[src/mht_defines.svh]
// Constants for the measurement hold and self-timing block.
// Assumes a 100 MHz clock; included by the package and every module except mht_sync.
`ifndef MHT_DEFINES_SVH
`define MHT_DEFINES_SVH

// Clock rate in kHz
`define MHT_CLK_KHZ          100000
// Time base of the delay timer, in microseconds
`define MHT_TICK_US          1000
// Cycles per delay timer tick (1 ms at 100 MHz)
`define MHT_TICK_CYCLES      ((`MHT_CLK_KHZ * `MHT_TICK_US) / 1000)
// Longest time from reset start to outputs off, in ms
`define MHT_RESET_OFF_MS     20
// Width of detection values
`define MHT_VAL_W            24
// Width of the delay setting in ms
`define MHT_DLY_W            16
// Reset values
`define MHT_VAL_ZERO         24'h000000
`define MHT_DLY_ZERO         16'h0000
// Criterion output codes {high, go, low}
`define MHT_CRIT_OFF         3'h0
`define MHT_CRIT_ERR         3'h5
`define MHT_CRIT_HI          3'h4
`define MHT_CRIT_GO          3'h2
`define MHT_CRIT_LO          3'h1
// Status bit positions
`define MHT_EV_CAPTURE       0
`define MHT_EV_ERROR         1
`define MHT_EV_W             2

`endif

[src/mht_pkg.sv]
// Types of the measurement hold and self-timing block.
// Assumes mht_defines.svh is in the include path.
`include "mht_defines.svh"

package mht_pkg;

    // Criterion outputs
    typedef struct packed {
        logic high;
        logic go;
        logic low;
    } mht_crit_t;

    // Judgment settings
    typedef struct packed {
        logic signed [`MHT_VAL_W-1:0] upper;
        logic signed [`MHT_VAL_W-1:0] lower;
        logic        [`MHT_VAL_W-1:0] hyst;
    } mht_tol_t;

    // Self-timing states (Gray along the path)
    typedef enum logic [1:0] {
        MHT_IDLE  = 2'h0,
        MHT_DELAY = 2'h1,
        MHT_HELD  = 2'h3,
        MHT_ERROR = 2'h2
    } mht_state_t;

endpackage : mht_pkg

[src/mht_delay_timer.sv]
// Delay timer: 1 ms tick from a divider, count compared against the setting.
// Assumes a single clock, synchronous active-low reset.
`timescale 1ns/1ps
`include "mht_defines.svh"

module mht_delay_timer
#(
    parameter int TICK_CYCLES = `MHT_TICK_CYCLES
)
(
    // Clock and reset
    input  wire logic                  ref_clk_in,
    input  wire logic                  reset_n_in,
    // Control
    input  wire logic                  start_in,
    input  wire logic                  run_in,
    input  wire logic [`MHT_DLY_W-1:0] delay_ms_in,
    // Expiry pulse
    output logic                       expire_out
);

    logic [16:0]            div_r;    // Tick divider
    logic [`MHT_DLY_W-1:0]  cnt_r;    // Elapsed ms
    wire                    tick_w = (div_r == 17'(TICK_CYCLES - 1));
    wire                    done_w = run_in && !start_in && (cnt_r >= delay_ms_in);

    // Divider and ms counter, restarted by start
    always_ff @(posedge ref_clk_in)
    begin
        if (!reset_n_in || start_in || !run_in)
        begin
            div_r <= 17'h00000;
            cnt_r <= `MHT_DLY_ZERO;
        end
        else
        begin
            div_r <= tick_w ? 17'h00000 : div_r + 17'h00001;
            if (tick_w && !done_w)
                cnt_r <= cnt_r + 16'h0001;
        end
    end

    // Expiry output, high on alternate cycles while the count has reached the setting
    always_ff @(posedge ref_clk_in)
    begin
        if (!reset_n_in)
            expire_out <= 1'b0;
        else
            expire_out <= done_w && !expire_out;
    end

endmodule : mht_delay_timer

[src/mht_hold_top.sv]
// Judgment and hold logic: live judgment, external timing hold,
// delay-timer self-timing with early-drop error and interrupt status.
// Assumes detection values arrive synchronous to ref_clk_in; pins are synchronised.
`timescale 1ns/1ps
`include "mht_defines.svh"

// Operation
// Timing low: display and outputs track live
// Timing rising edge freezes display and outputs
// Frozen values ignore live value changes
// Timing low releases hold, tracking resumes
// Self-timing crossing: outputs off, timer starts
// Delay expiry: judge, hold outputs, load display
// Drop and recross: outputs off, timer restarts
// Early drop: no capture, error displayed
// Error: HIGH and LOW on, GO off
// Error cleared by set, reset, recross
// Standby indication, outputs off until capture; an early drop in standby still turns HIGH and LOW on
// Hysteresis applied to self-timing level
// Timing type selects rising or falling trigger
// Reset input: outputs off within 20 ms, dashes
// Controller spaces reset inputs 20 ms apart
// Delay timer counts fixed tick against setting
module mht_hold_top
    import mht_pkg::*;
#(
    parameter int TICK_CYCLES = `MHT_TICK_CYCLES
)
(
    // Clock and reset
    input  wire logic                          ref_clk_in,
    input  wire logic                          reset_n_in,
    // Sensor head detection value
    input  wire logic signed [`MHT_VAL_W-1:0]  detect_val_in,
    // External pins (asynchronous)
    input  wire logic                          timing_pin_in,
    input  wire logic                          reset_pin_in,
    input  wire logic                          set_key_in,
    // Register port
    input  wire logic [3:0]                    reg_addr_in,
    input  wire logic [31:0]                   reg_wdata_in,
    input  wire logic                          reg_wr_in,
    input  wire logic                          reg_rd_in,
    output logic [31:0]                        reg_rdata_out,
    // Results
    output mht_pkg::mht_crit_t                 crit_out,
    output logic signed [`MHT_VAL_W-1:0]       pv_out,
    output logic                               pv_dashed_out,
    output logic                               standby_out,
    output logic                               error_out,
    output logic                               irq_out
);

    import mht_pkg::*;

    // ************************************************************
    // Register offsets (word index)
    // ************************************************************
    localparam logic [3:0] A_CTRL   = 4'h0; // [0] self-timing, [1] falling type
    localparam logic [3:0] A_UPPER  = 4'h1;
    localparam logic [3:0] A_LOWER  = 4'h2;
    localparam logic [3:0] A_HYST   = 4'h3;
    localparam logic [3:0] A_LEVEL  = 4'h4;
    localparam logic [3:0] A_DELAY  = 4'h5;
    localparam logic [3:0] A_STATUS = 4'h6;
    localparam logic [3:0] A_MASK   = 4'h7;
    localparam logic [3:0] A_STATE  = 4'h8; // Read only state view
    localparam int RST_OFF_CYC = `MHT_RESET_OFF_MS * `MHT_CLK_KHZ;

    // ************************************************************
    // Storage
    // ************************************************************
    logic                         self_mode_r;  // Self-timing select
    logic                         fall_type_r;  // Falling trigger type
    mht_tol_t                     tol_r;        // Tolerances and hysteresis
    logic signed [`MHT_VAL_W-1:0] level_r;      // Self-timing level
    logic [`MHT_DLY_W-1:0]        delay_r;      // Delay in ms
    logic [`MHT_EV_W-1:0]         status_r;     // Sticky events
    logic [`MHT_EV_W-1:0]         mask_r;       // Interrupt enables
    mht_state_t                   state_r;      // Self-timing state
    logic                         armed_r;      // Value dropped back past hysteresis, ready to trigger
    logic                         timing_d_r;   // Last synced timing level
    logic                         reset_d_r;    // Last synced reset level
    logic                         set_d_r;      // Last synced set key level

    // ************************************************************
    // Pin synchronisers
    // ************************************************************
    logic timing_s, reset_s, set_s;

    mht_sync u_sync_tim (.ref_clk_in(ref_clk_in), .reset_n_in(reset_n_in),
                         .pin_in(timing_pin_in), .sync_out(timing_s));
    mht_sync u_sync_rst (.ref_clk_in(ref_clk_in), .reset_n_in(reset_n_in),
                         .pin_in(reset_pin_in), .sync_out(reset_s));
    mht_sync u_sync_set (.ref_clk_in(ref_clk_in), .reset_n_in(reset_n_in),
                         .pin_in(set_key_in), .sync_out(set_s));

    // ************************************************************
    // Decoding
    // ************************************************************
    // Judge a value against tolerances
    function automatic mht_crit_t judge(input logic signed [`MHT_VAL_W-1:0] v,
                                        input mht_tol_t t);
        mht_crit_t c;
        c = '0;
        if (v > t.upper)
            c.high = 1'b1;
        else if (v < t.lower)
            c.low = 1'b1;
        else
            c.go = 1'b1;
        return c;
    endfunction : judge

    wire signed [`MHT_VAL_W-1:0] hyst_s = $signed(tol_r.hyst);
    // Trigger when beyond level; re-arm needs hysteresis back
    wire above_w  = detect_val_in > level_r;
    wire below_w  = detect_val_in < (level_r - hyst_s);
    wire under_w  = detect_val_in < level_r;
    wire over_w   = detect_val_in > (level_r + hyst_s);
    wire trig_w   = fall_type_r ? under_w : above_w;
    wire drop_w   = fall_type_r ? over_w  : below_w;
    wire cross_w  = self_mode_r && armed_r && trig_w;
    wire early_w  = self_mode_r && !armed_r && drop_w && state_r == MHT_DELAY;
    wire tim_rise = timing_s && !timing_d_r;
    wire rst_rise = reset_s && !reset_d_r;
    wire set_rise = set_s && !set_d_r;
    wire wr_stat  = reg_wr_in && reg_addr_in == A_STATUS;
    wire expire_w;
    wire start_w  = cross_w;
    wire ev_cap   = expire_w && state_r == MHT_DELAY && !early_w;
    wire [`MHT_EV_W-1:0] ev_w = {early_w, ev_cap};

    // ************************************************************
    // Delay timer
    // ************************************************************
    mht_delay_timer #(.TICK_CYCLES(TICK_CYCLES)) u_timer
    (
        .ref_clk_in  (ref_clk_in),
        .reset_n_in  (reset_n_in),
        .start_in    (start_w),
        .run_in      (state_r == MHT_DELAY),
        .delay_ms_in (delay_r),
        .expire_out  (expire_w)
    );

    // ************************************************************
    // Register writes
    // ************************************************************
    always_ff @(posedge ref_clk_in)
    begin
        if (!reset_n_in)
        begin
            self_mode_r <= 1'b0;
            fall_type_r <= 1'b0;
            tol_r       <= '0;
            level_r     <= `MHT_VAL_ZERO;
            delay_r     <= `MHT_DLY_ZERO;
            mask_r      <= '0;
        end
        else if (reg_wr_in)
        begin
            unique case (reg_addr_in)
                A_CTRL:  {fall_type_r, self_mode_r} <= reg_wdata_in[1:0];
                A_UPPER: tol_r.upper <= reg_wdata_in[`MHT_VAL_W-1:0];
                A_LOWER: tol_r.lower <= reg_wdata_in[`MHT_VAL_W-1:0];
                A_HYST:  tol_r.hyst  <= reg_wdata_in[`MHT_VAL_W-1:0];
                A_LEVEL: level_r     <= reg_wdata_in[`MHT_VAL_W-1:0];
                A_DELAY: delay_r     <= reg_wdata_in[`MHT_DLY_W-1:0];
                A_MASK:  mask_r      <= reg_wdata_in[`MHT_EV_W-1:0];
                default: ;
            endcase
        end
    end

    // Sticky status: set wins over write-one-to-clear
    always_ff @(posedge ref_clk_in)
    begin
        if (!reset_n_in)
            status_r <= '0;
        else
            status_r <= (status_r & ~(wr_stat ? reg_wdata_in[`MHT_EV_W-1:0] : '0)) | ev_w;
    end

    assign irq_out = |(status_r & mask_r);

    // Read data, one cycle after the strobe
    always_ff @(posedge ref_clk_in)
    begin
        if (!reset_n_in || !reg_rd_in)
            reg_rdata_out <= 32'h00000000;
        else
        begin
            unique case (reg_addr_in)
                A_CTRL:   reg_rdata_out <= {30'h0, fall_type_r, self_mode_r};
                A_UPPER:  reg_rdata_out <= {8'h00, tol_r.upper};
                A_LOWER:  reg_rdata_out <= {8'h00, tol_r.lower};
                A_HYST:   reg_rdata_out <= {8'h00, tol_r.hyst};
                A_LEVEL:  reg_rdata_out <= {8'h00, level_r};
                A_DELAY:  reg_rdata_out <= {16'h0000, delay_r};
                A_STATUS: reg_rdata_out <= {30'h0, status_r};
                A_MASK:   reg_rdata_out <= {30'h0, mask_r};
                A_STATE:  reg_rdata_out <= {27'h0, armed_r, standby_out, error_out, state_r};
                default:  reg_rdata_out <= 32'h00000000;
            endcase
        end
    end

    // ************************************************************
    // Edge history and arming
    // ************************************************************
    always_ff @(posedge ref_clk_in)
    begin
        if (!reset_n_in)
        begin
            timing_d_r <= 1'b0;
            reset_d_r  <= 1'b0;
            set_d_r    <= 1'b0;
            armed_r    <= 1'b1;
        end
        else
        begin
            timing_d_r <= timing_s;
            reset_d_r  <= reset_s;
            set_d_r    <= set_s;
            if (cross_w)
                armed_r <= 1'b0;
            else if (drop_w)
                armed_r <= 1'b1;
        end
    end

    // ************************************************************
    // Hold and self-timing control
    // ************************************************************
    always_ff @(posedge ref_clk_in)
    begin
        if (!reset_n_in)
        begin
            state_r       <= MHT_IDLE;
            crit_out      <= `MHT_CRIT_OFF;
            pv_out        <= `MHT_VAL_ZERO;
            pv_dashed_out <= 1'b0;
            standby_out   <= 1'b1;
            error_out     <= 1'b0;
        end
        else if (rst_rise)
        begin
            // Reset input acts at once, well within RST_OFF_CYC
            state_r       <= MHT_IDLE;
            crit_out      <= `MHT_CRIT_OFF;
            pv_dashed_out <= 1'b1;
            standby_out   <= self_mode_r;
            error_out     <= 1'b0;
        end
        else if (!self_mode_r)
        begin
            state_r     <= MHT_IDLE;
            standby_out <= 1'b0;
            error_out   <= 1'b0;
            if (tim_rise)
                state_r <= MHT_HELD;
            else if (!timing_s && !pv_dashed_out)
            begin
                crit_out <= judge(detect_val_in, tol_r);
                pv_out   <= detect_val_in;
            end
            else if (tim_rise || (!timing_s && pv_dashed_out))
                pv_dashed_out <= 1'b0;                        // Dashes until synced timing is seen low
            // While timing high, outputs stay frozen          // R3
            if (tim_rise && !pv_dashed_out)
            begin
                crit_out <= judge(detect_val_in, tol_r);
                pv_out   <= detect_val_in;
            end
        end
        else if (set_rise && state_r == MHT_ERROR)
        begin
            state_r     <= MHT_IDLE;
            error_out   <= 1'b0;
            crit_out    <= `MHT_CRIT_OFF;
            standby_out <= 1'b1;
        end
        else if (cross_w)
        begin
            state_r   <= MHT_DELAY;
            crit_out  <= `MHT_CRIT_OFF;
            error_out <= 1'b0;
        end
        else if (early_w)
        begin
            state_r   <= MHT_ERROR;
            crit_out  <= `MHT_CRIT_ERR;
            error_out <= 1'b1;
        end
        else if (ev_cap)
        begin
            state_r       <= MHT_HELD;
            crit_out      <= judge(detect_val_in, tol_r);
            pv_out        <= detect_val_in;
            pv_dashed_out <= 1'b0;
            standby_out   <= 1'b0;
        end
    end

endmodule : mht_hold_top

[src/mht_sync.sv]
// Two-flop synchroniser for pin inputs.
// Assumes a single clock, synchronous active-low reset.
`timescale 1ns/1ps

module mht_sync
(
    // Clock and reset
    input  wire logic ref_clk_in,
    input  wire logic reset_n_in,
    // Pin and result
    input  wire logic pin_in,
    output logic      sync_out
);

    logic meta_r;   // First stage, read only by the second

    // Two stages
    always_ff @(posedge ref_clk_in)
    begin
        if (!reset_n_in)
        begin
            meta_r   <= 1'b0;
            sync_out <= 1'b0;
        end
        else
        begin
            meta_r   <= pin_in;
            sync_out <= meta_r;
        end
    end

endmodule : mht_sync
[config.mk]
export PLATFORM = sky130hd
export DESIGN_NAME = mht_hold_top
export DESIGN_NICKNAME = d
export VERILOG_FILES = /design/src/mht_pkg.sv /design/src/mht_delay_timer.sv /design/src/mht_hold_top.sv /design/src/mht_sync.sv
export VERILOG_INCLUDE_DIRS = /design/src
export SDC_FILE = /design/constraint.sdc
export NUM_CORES = 1
export LEC_CHECK = 0
export BUFFER_PORTS_ARGS = -buffer_cell sky130_fd_sc_hd__buf_2
export CAP_MARGIN = 20
export CORE_ASPECT_RATIO = 0.75
export CORE_MARGIN = 4
export CORE_UTILIZATION = 26
export CTS_CLUSTER_SIZE = 28
export DETAILED_ROUTE_END_ITERATION = 8
export GPL_TIMING_DRIVEN = 0
export PLACE_DENSITY = 0.39
export SYNTH_ARGS = -nofsm -noshare
export SYNTH_HDL_FRONTEND = slang
export SYNTH_HIERARCHICAL = 1
export SYNTH_SLANG_ARGS = --single-unit
[constraint.sdc]
create_clock -name ref_clk_in -period 6.6 [get_ports ref_clk_in]
set_input_delay 1.98 -clock ref_clk_in [delete_from_list [all_inputs] [get_ports ref_clk_in]]
set_output_delay 1.98 -clock ref_clk_in [all_outputs]
set_load 0.005 [all_outputs]
==> results of run 1 <==
per-layer routing:
layer,wire [um],GRT usage
met1,26800,0.260
met2,21700,0.253
met3,2590,0.0272
met4,718,0.0268
met5,0,0
registers in the layout (all words and copies together), names as in the netlist, 2 cells and up:
name and count:
status_r 2, u_timer/cnt_r 16, hyst_s 24, tol_r 48, mask_r 2, state_r 2, delay_r 16, reg_rdata_out 24
u_timer/div_r 17, pv_out 24, level_r 24, crit_out 3
final timing paths:
check / from / to / slack [ns] / cells past startpoint
worst max-delay path: hyst_s[1] / pv_out[11] / 0.47 / 23
worst min-delay path: u_sync_tim/meta_r / u_sync_tim/sync_out / 0.43 / 1
worst max register to register: hyst_s[1] / pv_out[11] / 0.47 / 23
worst min register to register: u_sync_tim/meta_r / u_sync_tim/sync_out / 0.43 / 1
cells in the mapped netlist, types with 4 or more instances:
cell	n	area [um2]
o31ai_1	11	82.6
a31oi_1	17	106
a2111oi_0	4	35.0
a21boi_0	125	938
ha_1	182	2280
a221oi_1	4	35.0
a22oi_1	40	300
dfxtp_1	218	4360
and2_0	5	31.3
or2_2	4	25.0
o21bai_1	5	37.5
or3_1	15	93.8
nor3b_1	4	30.0
a21o_1	19	143
o21ai_1	5	25.0
nand2b_1	17	106
and4_1	4	35.0
nor4_1	7	43.8
a222oi_1	8	80.1
a211oi_1	8	60.1
and2_1	14	87.6
buf_4	10	75.1
nand2_1	356	1340
o211ai_1	6	45.0
o21a_1	5	37.5
nor2b_1	13	81.3
or4_1	4	30.0
o2111ai_1	4	35.0
and3_1	12	75.1
mux2i_1	33	330
xnor2_1	46	403
clkbuf_1	70	263
inv_1	141	529
nand4_1	31	194
nor3_1	23	115
nor2_1	78	293
a211o_1	6	52.6
nand3_1	39	195
a21oi_1	99	495
xor2_1	15	131
o21ai_0	37	185
buf_2	4	20.0
where the power goes:
part           internal (W)  switching [W]  total, W
clock network      0.000834       0.000620   0.00145
registers           0.00134      0.0000208   0.00136
logic              0.000196       0.000299  0.000495
total               0.00237       0.000940   0.00331
final cells by class:
type / instances / area (um2)
Clock inverter: 9 / 81.3
Multi-Input combinational cell: 1369 / 9340
Antenna cell: 2 / 5.00
Buffer: 87 / 392
Clock buffer: 38 / 757
Sequential cell: 218 / 4360
Tap cell: 722 / 903
Fill cell: 5958 / 38000
Inverter: 141 / 529
Timing Repair Buffer: 111 / 558
cell families (layout without fill, tap and decap cells):
kind of cell,Yosys count,count (layout),synth area share
fa+ha+maj,184,184,0.159
mux,33,33,0.0227
other cells,1,10,0.000258
flops,218,218,0.300
compound gates,435,435,0.211
xor+xnor,61,61,0.0367
simple gates,648,648,0.207
buf+inv,228,386,0.0633
through the flow:
step           setup WS [ns]  hold WS [ns]
2_1_floorplan           1.75         0.406
3_3_place_gp          -0.231         0.410
3_5_place_dp          -0.334         0.412
4_1_cts                0.101         0.430
5_1_grt               0.0199         0.451
6_report               0.468         0.426
timing repair:
item	CTS	global route
pin swaps	0	1
hold buffers	0	0
endpoints found under the setup margin	28	28
resized for setup	4	2
buffers inserted	0	1
cloned	0	0
==> impl_metrics.toml, run 1 <==
[route]
drt_wl_total_mm = 51.8
num_vias = 13100
drcViolationCount = 0
firstDrtPassIters = 5
wl_per_cell_um = 19.2
viasPerCell = 4.84
ant_nets = 0
drt_iter0_drc = 908

[synth]
avgSynthCellArea_um2 = 8.05
ys_ff_latch = 218
synth_cell_types = 85
yosysWarnings = 6
syn_area_um2 = 14600
ys_async_sr_fraction = 0
syn-instance-count = 1808
synth_edf_count = 0
ys_seq_area_frac = 0.300
ys.flop_type = "dfxtp_1"

[sta]
min_period_ns = 6.13
slew_violations = 0
setup_tns_ns = 0
worst_slew_pin_slew_ns = 1.00
setup_viol = 0
grt_setup_unrepaired = "false"
finalCritPeriodShare = 0.929
max_freq_mhz = 163
skew_ns = 0.0284
hold_viol = 0
slew_headroom = 0.326

[critical_path]
critPathKind = "flop to flop"
critPathSlowestCell = "ha_2"
critPathLaunchType = "flop"
critPathTopFamily = "compound AO/OA/AOI/OAI gates"
arrival_ns = 6.61
endpoint_kind = "flop"
cp.required_ns = 7.07
timing.critical_path.slowest_cell_delay_ns = 0.52
crit_chain = "inv_1, ha_1, nand2b_1, a221oi_1, or3_4, a311oi_4, o41ai_2, a21oi_2, o31ai_4, a311oi_1, xnor2_1, ha_2, nand4_1, nor4_4, buf_4, a21boi_1, and3b_1, and3_1, a211oi_4, nand2b_4, nor2_8, buf_8, mux2i_1"
critPathMaxFanout = 10
cp.buffers_inverters = 3

[floorplan]
die_h_um = 213
num_rows = 74
coreArea_um2 = 54900
die_x_um = 281
io-pin-count = 130
dieArea_um2 = 59900
initial_core_util = 0.265

[clock_network]
clkLatencyLatePin_ns = 0.57
cts_buffer_depth = 3
cts-root-buf = "clkbuf_16"
cts.clk_slew.worst_paths_ns = 0.06
cts_tree = "done"
clock_sinks = 218
numCtsBuffers = 27
h-tree-depth = 1

[hold_path]
hold_class = "flop to flop"

[placement]
place.port_buffers = 107
placed_cell_area_um2 = 16000
place_inst = 2646
globalplace.congestion = 0.833
hpwl_mm = 42.1

[layout]
final_cells = 2697
drive_above_1_share = 0.101
layout_commonest_cell = "nand2_1"
nets = 2206
design_area_um2 = 16900
fin_util = 0.308
most-common-layout-cells = "nand2_1 (356), dfxtp_1 (218), ha_1 (181)"
syn_to_final_growth_pct = 16.3

[grt]
grt_pass1_vias = 12300
grt_overflow_total = 0
grt_max_degree = 14
grtUsageTotal = 0.169
grt_pass1_wl_mm = 77.3
antenna_found_initial = 1

[run]
maxCapViolCount = 0

[status]
outcome = "finished, final reports clean"

[power]
vdd_drop_max_mv = 0.178
power.leakage_nw = 6.39
finalPower_w = 0.00331
powerDensity_nw_per_um2 = 196
Note: power is estimated with default switching activity, not from simulation.
==> inputs of run 2 (changes only) <==
- RECOVER_POWER: not set -> 50
==> run 2 against run 1 <==
Effect of this change: the flow now finishes with violations (capacitance limit, slew limit); sequential power about the same; register-to-register slack hardly changed; critical endpoint unchanged; largest cell class unchanged; critical path depth unchanged; critical path type unchanged; maximum frequency is 0.20% higher; highest routed layer unchanged; non-clock buffer count stayed put; largest power group unchanged; clock-buffer cell count is the same.
==> impl_metrics.toml, run 2 (same netlist as run 1, synthesis figures left out) <==
[layout]
final_cells = 2697
design_area_um2 = 16900
ff_latch_area_um2 = 4360
largest_register_ffs = 48
nets = 2206
drive_above_1_share = 0.0857
top_register = "tol_r"
layout_commonest_cell = "nand2_1"
most-common-layout-cells = "nand2_1 (356), dfxtp_1 (218), ha_1 (181)"
fill_cells = 5960
multi_input_area_um2 = 9330
syn_to_final_growth_pct = 16.0

[floorplan]
num_rows = 74
initial_core_util = 0.265
dieArea_um2 = 59900
die_h_um = 213
coreArea_um2 = 54900
die_x_um = 281
io-pin-count = 130

[clock_network]
cts_tree = "done"
cts.clk_slew.worst_paths_ns = 0.06
cts-root-buf = "clkbuf_16"
clock_sinks = 218
cts_buffer_depth = 3
clkLatencyLatePin_ns = 0.57
numCtsBuffers = 27
h-tree-depth = 1

[sta]
max_freq_mhz = 163
worst_slew_pin_slew_ns = 1.65
slew_headroom = -0.105
min_period_ns = 6.12
finalCritPeriodShare = 0.927
slew_violations = 9
hold_viol = 0
setup_viol = 0
grt_setup_unrepaired = "false"
skew_ns = 0.0275
timing.hold.ws_ns = 0.426
setup_tns_ns = 0

[critical_path]
crit_chain = "inv_1, ha_1, nand2b_1, a221oi_1, or3_4, a311oi_4, o41ai_2, a21oi_2, o31ai_4, a311oi_1, xnor2_1, ha_2, nand4_1, nor4_4, buf_4, a21boi_1, and3b_1, and3_1, a211oi_4, nand2b_4, nor2_8, buf_8, mux2i_1"
cp.buffers_inverters = 3
critPathLaunchType = "flop"
critPathKind = "flop to flop"
critPathSlowestCell = "ha_2"
endpoint_kind = "flop"
arrival_ns = 6.59
rrSetupSlack_ns = 0.48
critPathTopFamily = "compound AO/OA/AOI/OAI gates"
timing.critical_path.slowest_cell_delay_ns = 0.52
cp.required_ns = 7.07
critPathMaxFanout = 10

[placement]
globalplace.congestion = 0.833
place.port_buffers = 107
place_inst = 2646
hpwl_mm = 42.1
placed_cell_area_um2 = 16000

[grt]
grt_max_degree = 14
grt_overflow_total = 0
grt_pass1_vias = 12300
grtUsageTotal = 0.169
antenna_found_initial = 1
grt_pass1_wl_mm = 77.3

[status]
violations = "capacitance limit, slew limit"
outcome = "finished, violations left"

[power]
power.leakage_nw = 6.27
finalPower_w = 0.00331
vdd_drop_max_mv = 0.179
powerDensity_nw_per_um2 = 196

[route]
drt_iter0_drc = 829
wl_per_cell_um = 19.2
num_vias = 13100
firstDrtPassIters = 6
viasPerCell = 4.86
ant_nets = 0
drt_wl_total_mm = 51.9
drcViolationCount = 0

[run]
maxCapViolCount = 1

[hold_path]
hold_class = "flop to flop"
[run 2: cell types whose count changed in the layout (fill, tap and decap cells not counted), sizes merged]
cell,previous run,this run
buf,127,99
clkbuf,109,137
[run 2: layout make-up]
class | count | share of cell area
Antenna cell | 2 | 0.000296
Buffer | 87 | 0.0232
Clock buffer | 38 | 0.0448
Clock inverter | 9 | 0.00482
Inverter | 141 | 0.0313
Multi-Input combinational cell | 1369 | 0.553
Sequential cell | 218 | 0.258
Tap cell | 722 | 0.0535
Timing Repair Buffer | 111 | 0.0309
[run 2: what timing repair did]
| action | in CTS | in global routing |
|---|---|---|
| gates resized for setup | 4 | 2 |
| setup endpoints to repair | 28 | 28 |
| setup buffers | 0 | 1 |
| hold buffers | 0 | 0 |
| cloned | 0 | 0 |
| pin swaps | 0 | 1 |
[run 2: stage by stage]
stage	util	worst slack, ns
finish	0.308	0.480
global route	0.307	0.0199
CTS	0.308	0.101
detailed placement	0.292	-0.334
global placement	0.292	-0.231
floorplan	-	1.75
[run 2: worst paths after layout]
check,startpoint,cells past startpoint,endpoint
min,u_sync_tim/meta_r,1,u_sync_tim/sync_out
max reg2reg,hyst_s[1],23,pv_out[11]
min reg2reg,u_sync_tim/meta_r,1,u_sync_tim/sync_out
max,hyst_s[1],23,pv_out[11]
[run 2: worst reg2reg max path, stage by stage (launching register included)]
cell	delay, ns
dfxtp_1	0.50
inv_1	0.15
ha_1	0.31
nand2b_1	0.16
a221oi_1	0.43
or3_4	0.24
a311oi_4	0.12
o41ai_2	0.29
a21oi_2	0.18
o31ai_4	0.33
a311oi_1	0.17
xnor2_1	0.16
ha_2	0.52
nand4_1	0.36
nor4_4	0.24
buf_4	0.17
a21boi_1	0.10
and3b_1	0.19
and3_1	0.21
a211oi_4	0.39
nand2b_4	0.14
nor2_8	0.26
buf_8	0.21
mux2i_1	0.19
[run 2: per-layer routing]
metal | GRT usage | wire [um] | vias up
met4 | 0.0268 | 745 | 0
met3 | 0.0272 | 2570 | 47
met5 | 0 | 0 | -
met2 | 0.253 | 21800 | 286
li1 | - | - | 6587
met1 | 0.260 | 26800 | 6196
[run 2: power by group]
part	total, W	switching [W]	internal [W]
Sequential	0.00136	0.0000209	0.00134
Combinational	0.000493	0.000299	0.000194
Clock	0.00145	0.000618	0.000834
Total	0.00331	0.000937	0.00237
==> inputs of run 3 (changes only) <==
- GPL_TIMING_DRIVEN: 0 -> not set
- SETUP_SLACK_MARGIN: not set -> 0.15
==> run 3 against run 2 <==
Effect of this change: the run still ends with capacitance limit, slew limit left; clock power up 4%; hold slack worse by 0.0020 ns; cell count down 2.2%; clock-buffer cell count is 3 higher; via count shrank 2.6%; design area is 1.1% lower; sequential power about the same.
==> impl_metrics.toml, run 3 (same netlist as run 1, synthesis figures left out) <==
[critical_path]
critPathLaunchType = "flop"
critPathKind = "flop to flop"
endpoint_kind = "flop"
critPathMaxFanout = 5
arrival_ns = 6.38
cp.required_ns = 7.09

[grt]
grt_pass1_wl_mm = 76.1
antenna_found_initial = 1
grt_pass1_vias = 12500
grt_overflow_total = 0
grtUsageTotal = 0.163
grt_max_degree = 107

[layout]
layout_commonest_cell = "nand2_1"
drive_above_1_share = 0.0872
syn_to_final_growth_pct = 14.7
top_register = "tol_r"
fill_cells = 5935
fin_util = 0.304
nets = 2146
most-common-layout-cells = "nand2_1 (356), dfxtp_1 (218), ha_1 (182)"
ff_latch_area_um2 = 4360
largest_register_ffs = 48
multi_input_area_um2 = 9300

[clock_network]
numCtsBuffers = 27
post_cts_buffers = 0
cts_buffer_depth = 3
cts-resized-gates = 0
cts_tree = "done"
hold_buffers = 0
h-tree-depth = 1
clkLatencyLatePin_ns = 0.59
clock_sinks = 218
cts.clk_slew.worst_paths_ns = 0.06
cts-root-buf = "clkbuf_16"

[floorplan]
io-pin-count = 130
die_h_um = 213
initial_core_util = 0.265
die_x_um = 281
dieArea_um2 = 59900
coreArea_um2 = 54900
num_rows = 74

[status]
outcome = "finished, violations left"
violations = "capacitance limit, slew limit"

[sta]
setup_tns_ns = 0
slew_violations = 232
max_freq_mhz = 170
finalCritPeriodShare = 0.892
setup_viol = 0
hold_viol = 0
worst_slew_pin_slew_ns = 2.97
skew_ns = 0.0371
grt_setup_unrepaired = "false"
min_period_ns = 5.89
slew_headroom = -0.977

[power]
powerDensity_nw_per_um2 = 200
vdd_drop_max_mv = 0.183
power.leakage_nw = 6.20

[route]
wl_per_cell_um = 18.9
num_vias = 12800
drt_wl_total_mm = 49.8
ant_nets = 0
drt_iter0_drc = 820
drcViolationCount = 0
firstDrtPassIters = 8
viasPerCell = 4.84

[hold_path]
hold_class = "flop to flop"

[placement]
hpwl_mm = 37.7
globalplace.congestion = 0.817
place.port_buffers = 113

[run]
maxCapViolCount = 7
==> run 3: cell count changes in the layout (fill, tap and decap cells not counted), moves of 2 or more <==
cell / previous run / this run
and2_0: 8 / 4
and2_1: 11 / 15
buf_2: 84 / 79
buf_4: 11 / 14
buf_8: 2 / 0
clkbuf_1: 105 / 48
clkbuf_8: 4 / 8
clkinv_4: 2 / 0
==> run 3: layout make-up <==
| class | instances | share of cell area |
|---|---|---|
| clock inverter | 8 | 0.00494 |
| timing repair buffer | 138 | 0.0425 |
| inverter | 141 | 0.0317 |
| antenna | 1 | 0.000150 |
| clock buffer | 41 | 0.0484 |
| sequential | 218 | 0.261 |
| multi-input combinational | 1369 | 0.557 |
| tap | 722 | 0.0541 |
==> run 3: critical path: stages (launching register included) <==
cell	delay (ns)
dfxtp_1	0.45
inv_1	0.12
ha_1	0.30
nand2b_1	0.13
a221oi_1	0.11
or3_4	0.39
a311oi_4	0.33
o41ai_2	0.12
a21oi_2	0.26
o31ai_1	0.10
buf_4	0.17
a2111oi_0	0.46
a311oi_1	0.11
ha_1	0.31
nand4_1	0.25
nor4_2	0.57
a21boi_1	0.18
and3b_1	0.22
and3_1	0.21
a211o_1	0.34
o31ai_1	0.48
nand2_1	0.12
o31ai_2	0.07
==> run 3: per-layer routing <==
layer / GRT usage / routed length (um)
met1: 0.239 / 25100
met5: 0 / 13
met2: 0.261 / 21900
met4: 0.0334 / 994
met3: 0.0190 / 1880
==> run 3: where the power goes <==
group | internal, W | leakage [nW] | switching [W]
sequential | 0.00134 | 1.77 | 0.0000206
combinational | 0.000191 | 3.99 | 0.000285
clock | 0.000882 | 0.441 | 0.000625
total | 0.00242 | 6.20 | 0.000930
==> run 3: worst paths after layout <==
check / end / from / depth (start not counted) / slack (ns)
max: crit_out[1] / hyst_s[1] / 22 / 0.71
min: u_sync_rst/sync_out / u_sync_rst/meta_r / 1 / 0.42
max reg2reg: crit_out[1] / hyst_s[1] / 22 / 0.71
min reg2reg: u_sync_rst/sync_out / u_sync_rst/meta_r / 1 / 0.42
==> run 3: through the flow <==
step | hold slack, ns | area, um2 | std cells | setup WS [ns] | power (W)
3_3_place_gp | 0.413 | 15900 | 2587 | 0.842 | 0.00186
2_1_floorplan | 0.406 | 14600 | 1815 | 1.75 | 0.00170
6_report | 0.424 | 16700 | 2638 | 0.713 | 0.00335
3_5_place_dp | 0.416 | 15900 | 2588 | 0.704 | 0.00187
5_1_grt | 0.442 | 16700 | 2637 | 0.302 | 0.00351
4_1_cts | 0.430 | 16800 | 2637 | 0.696 | 0.00341
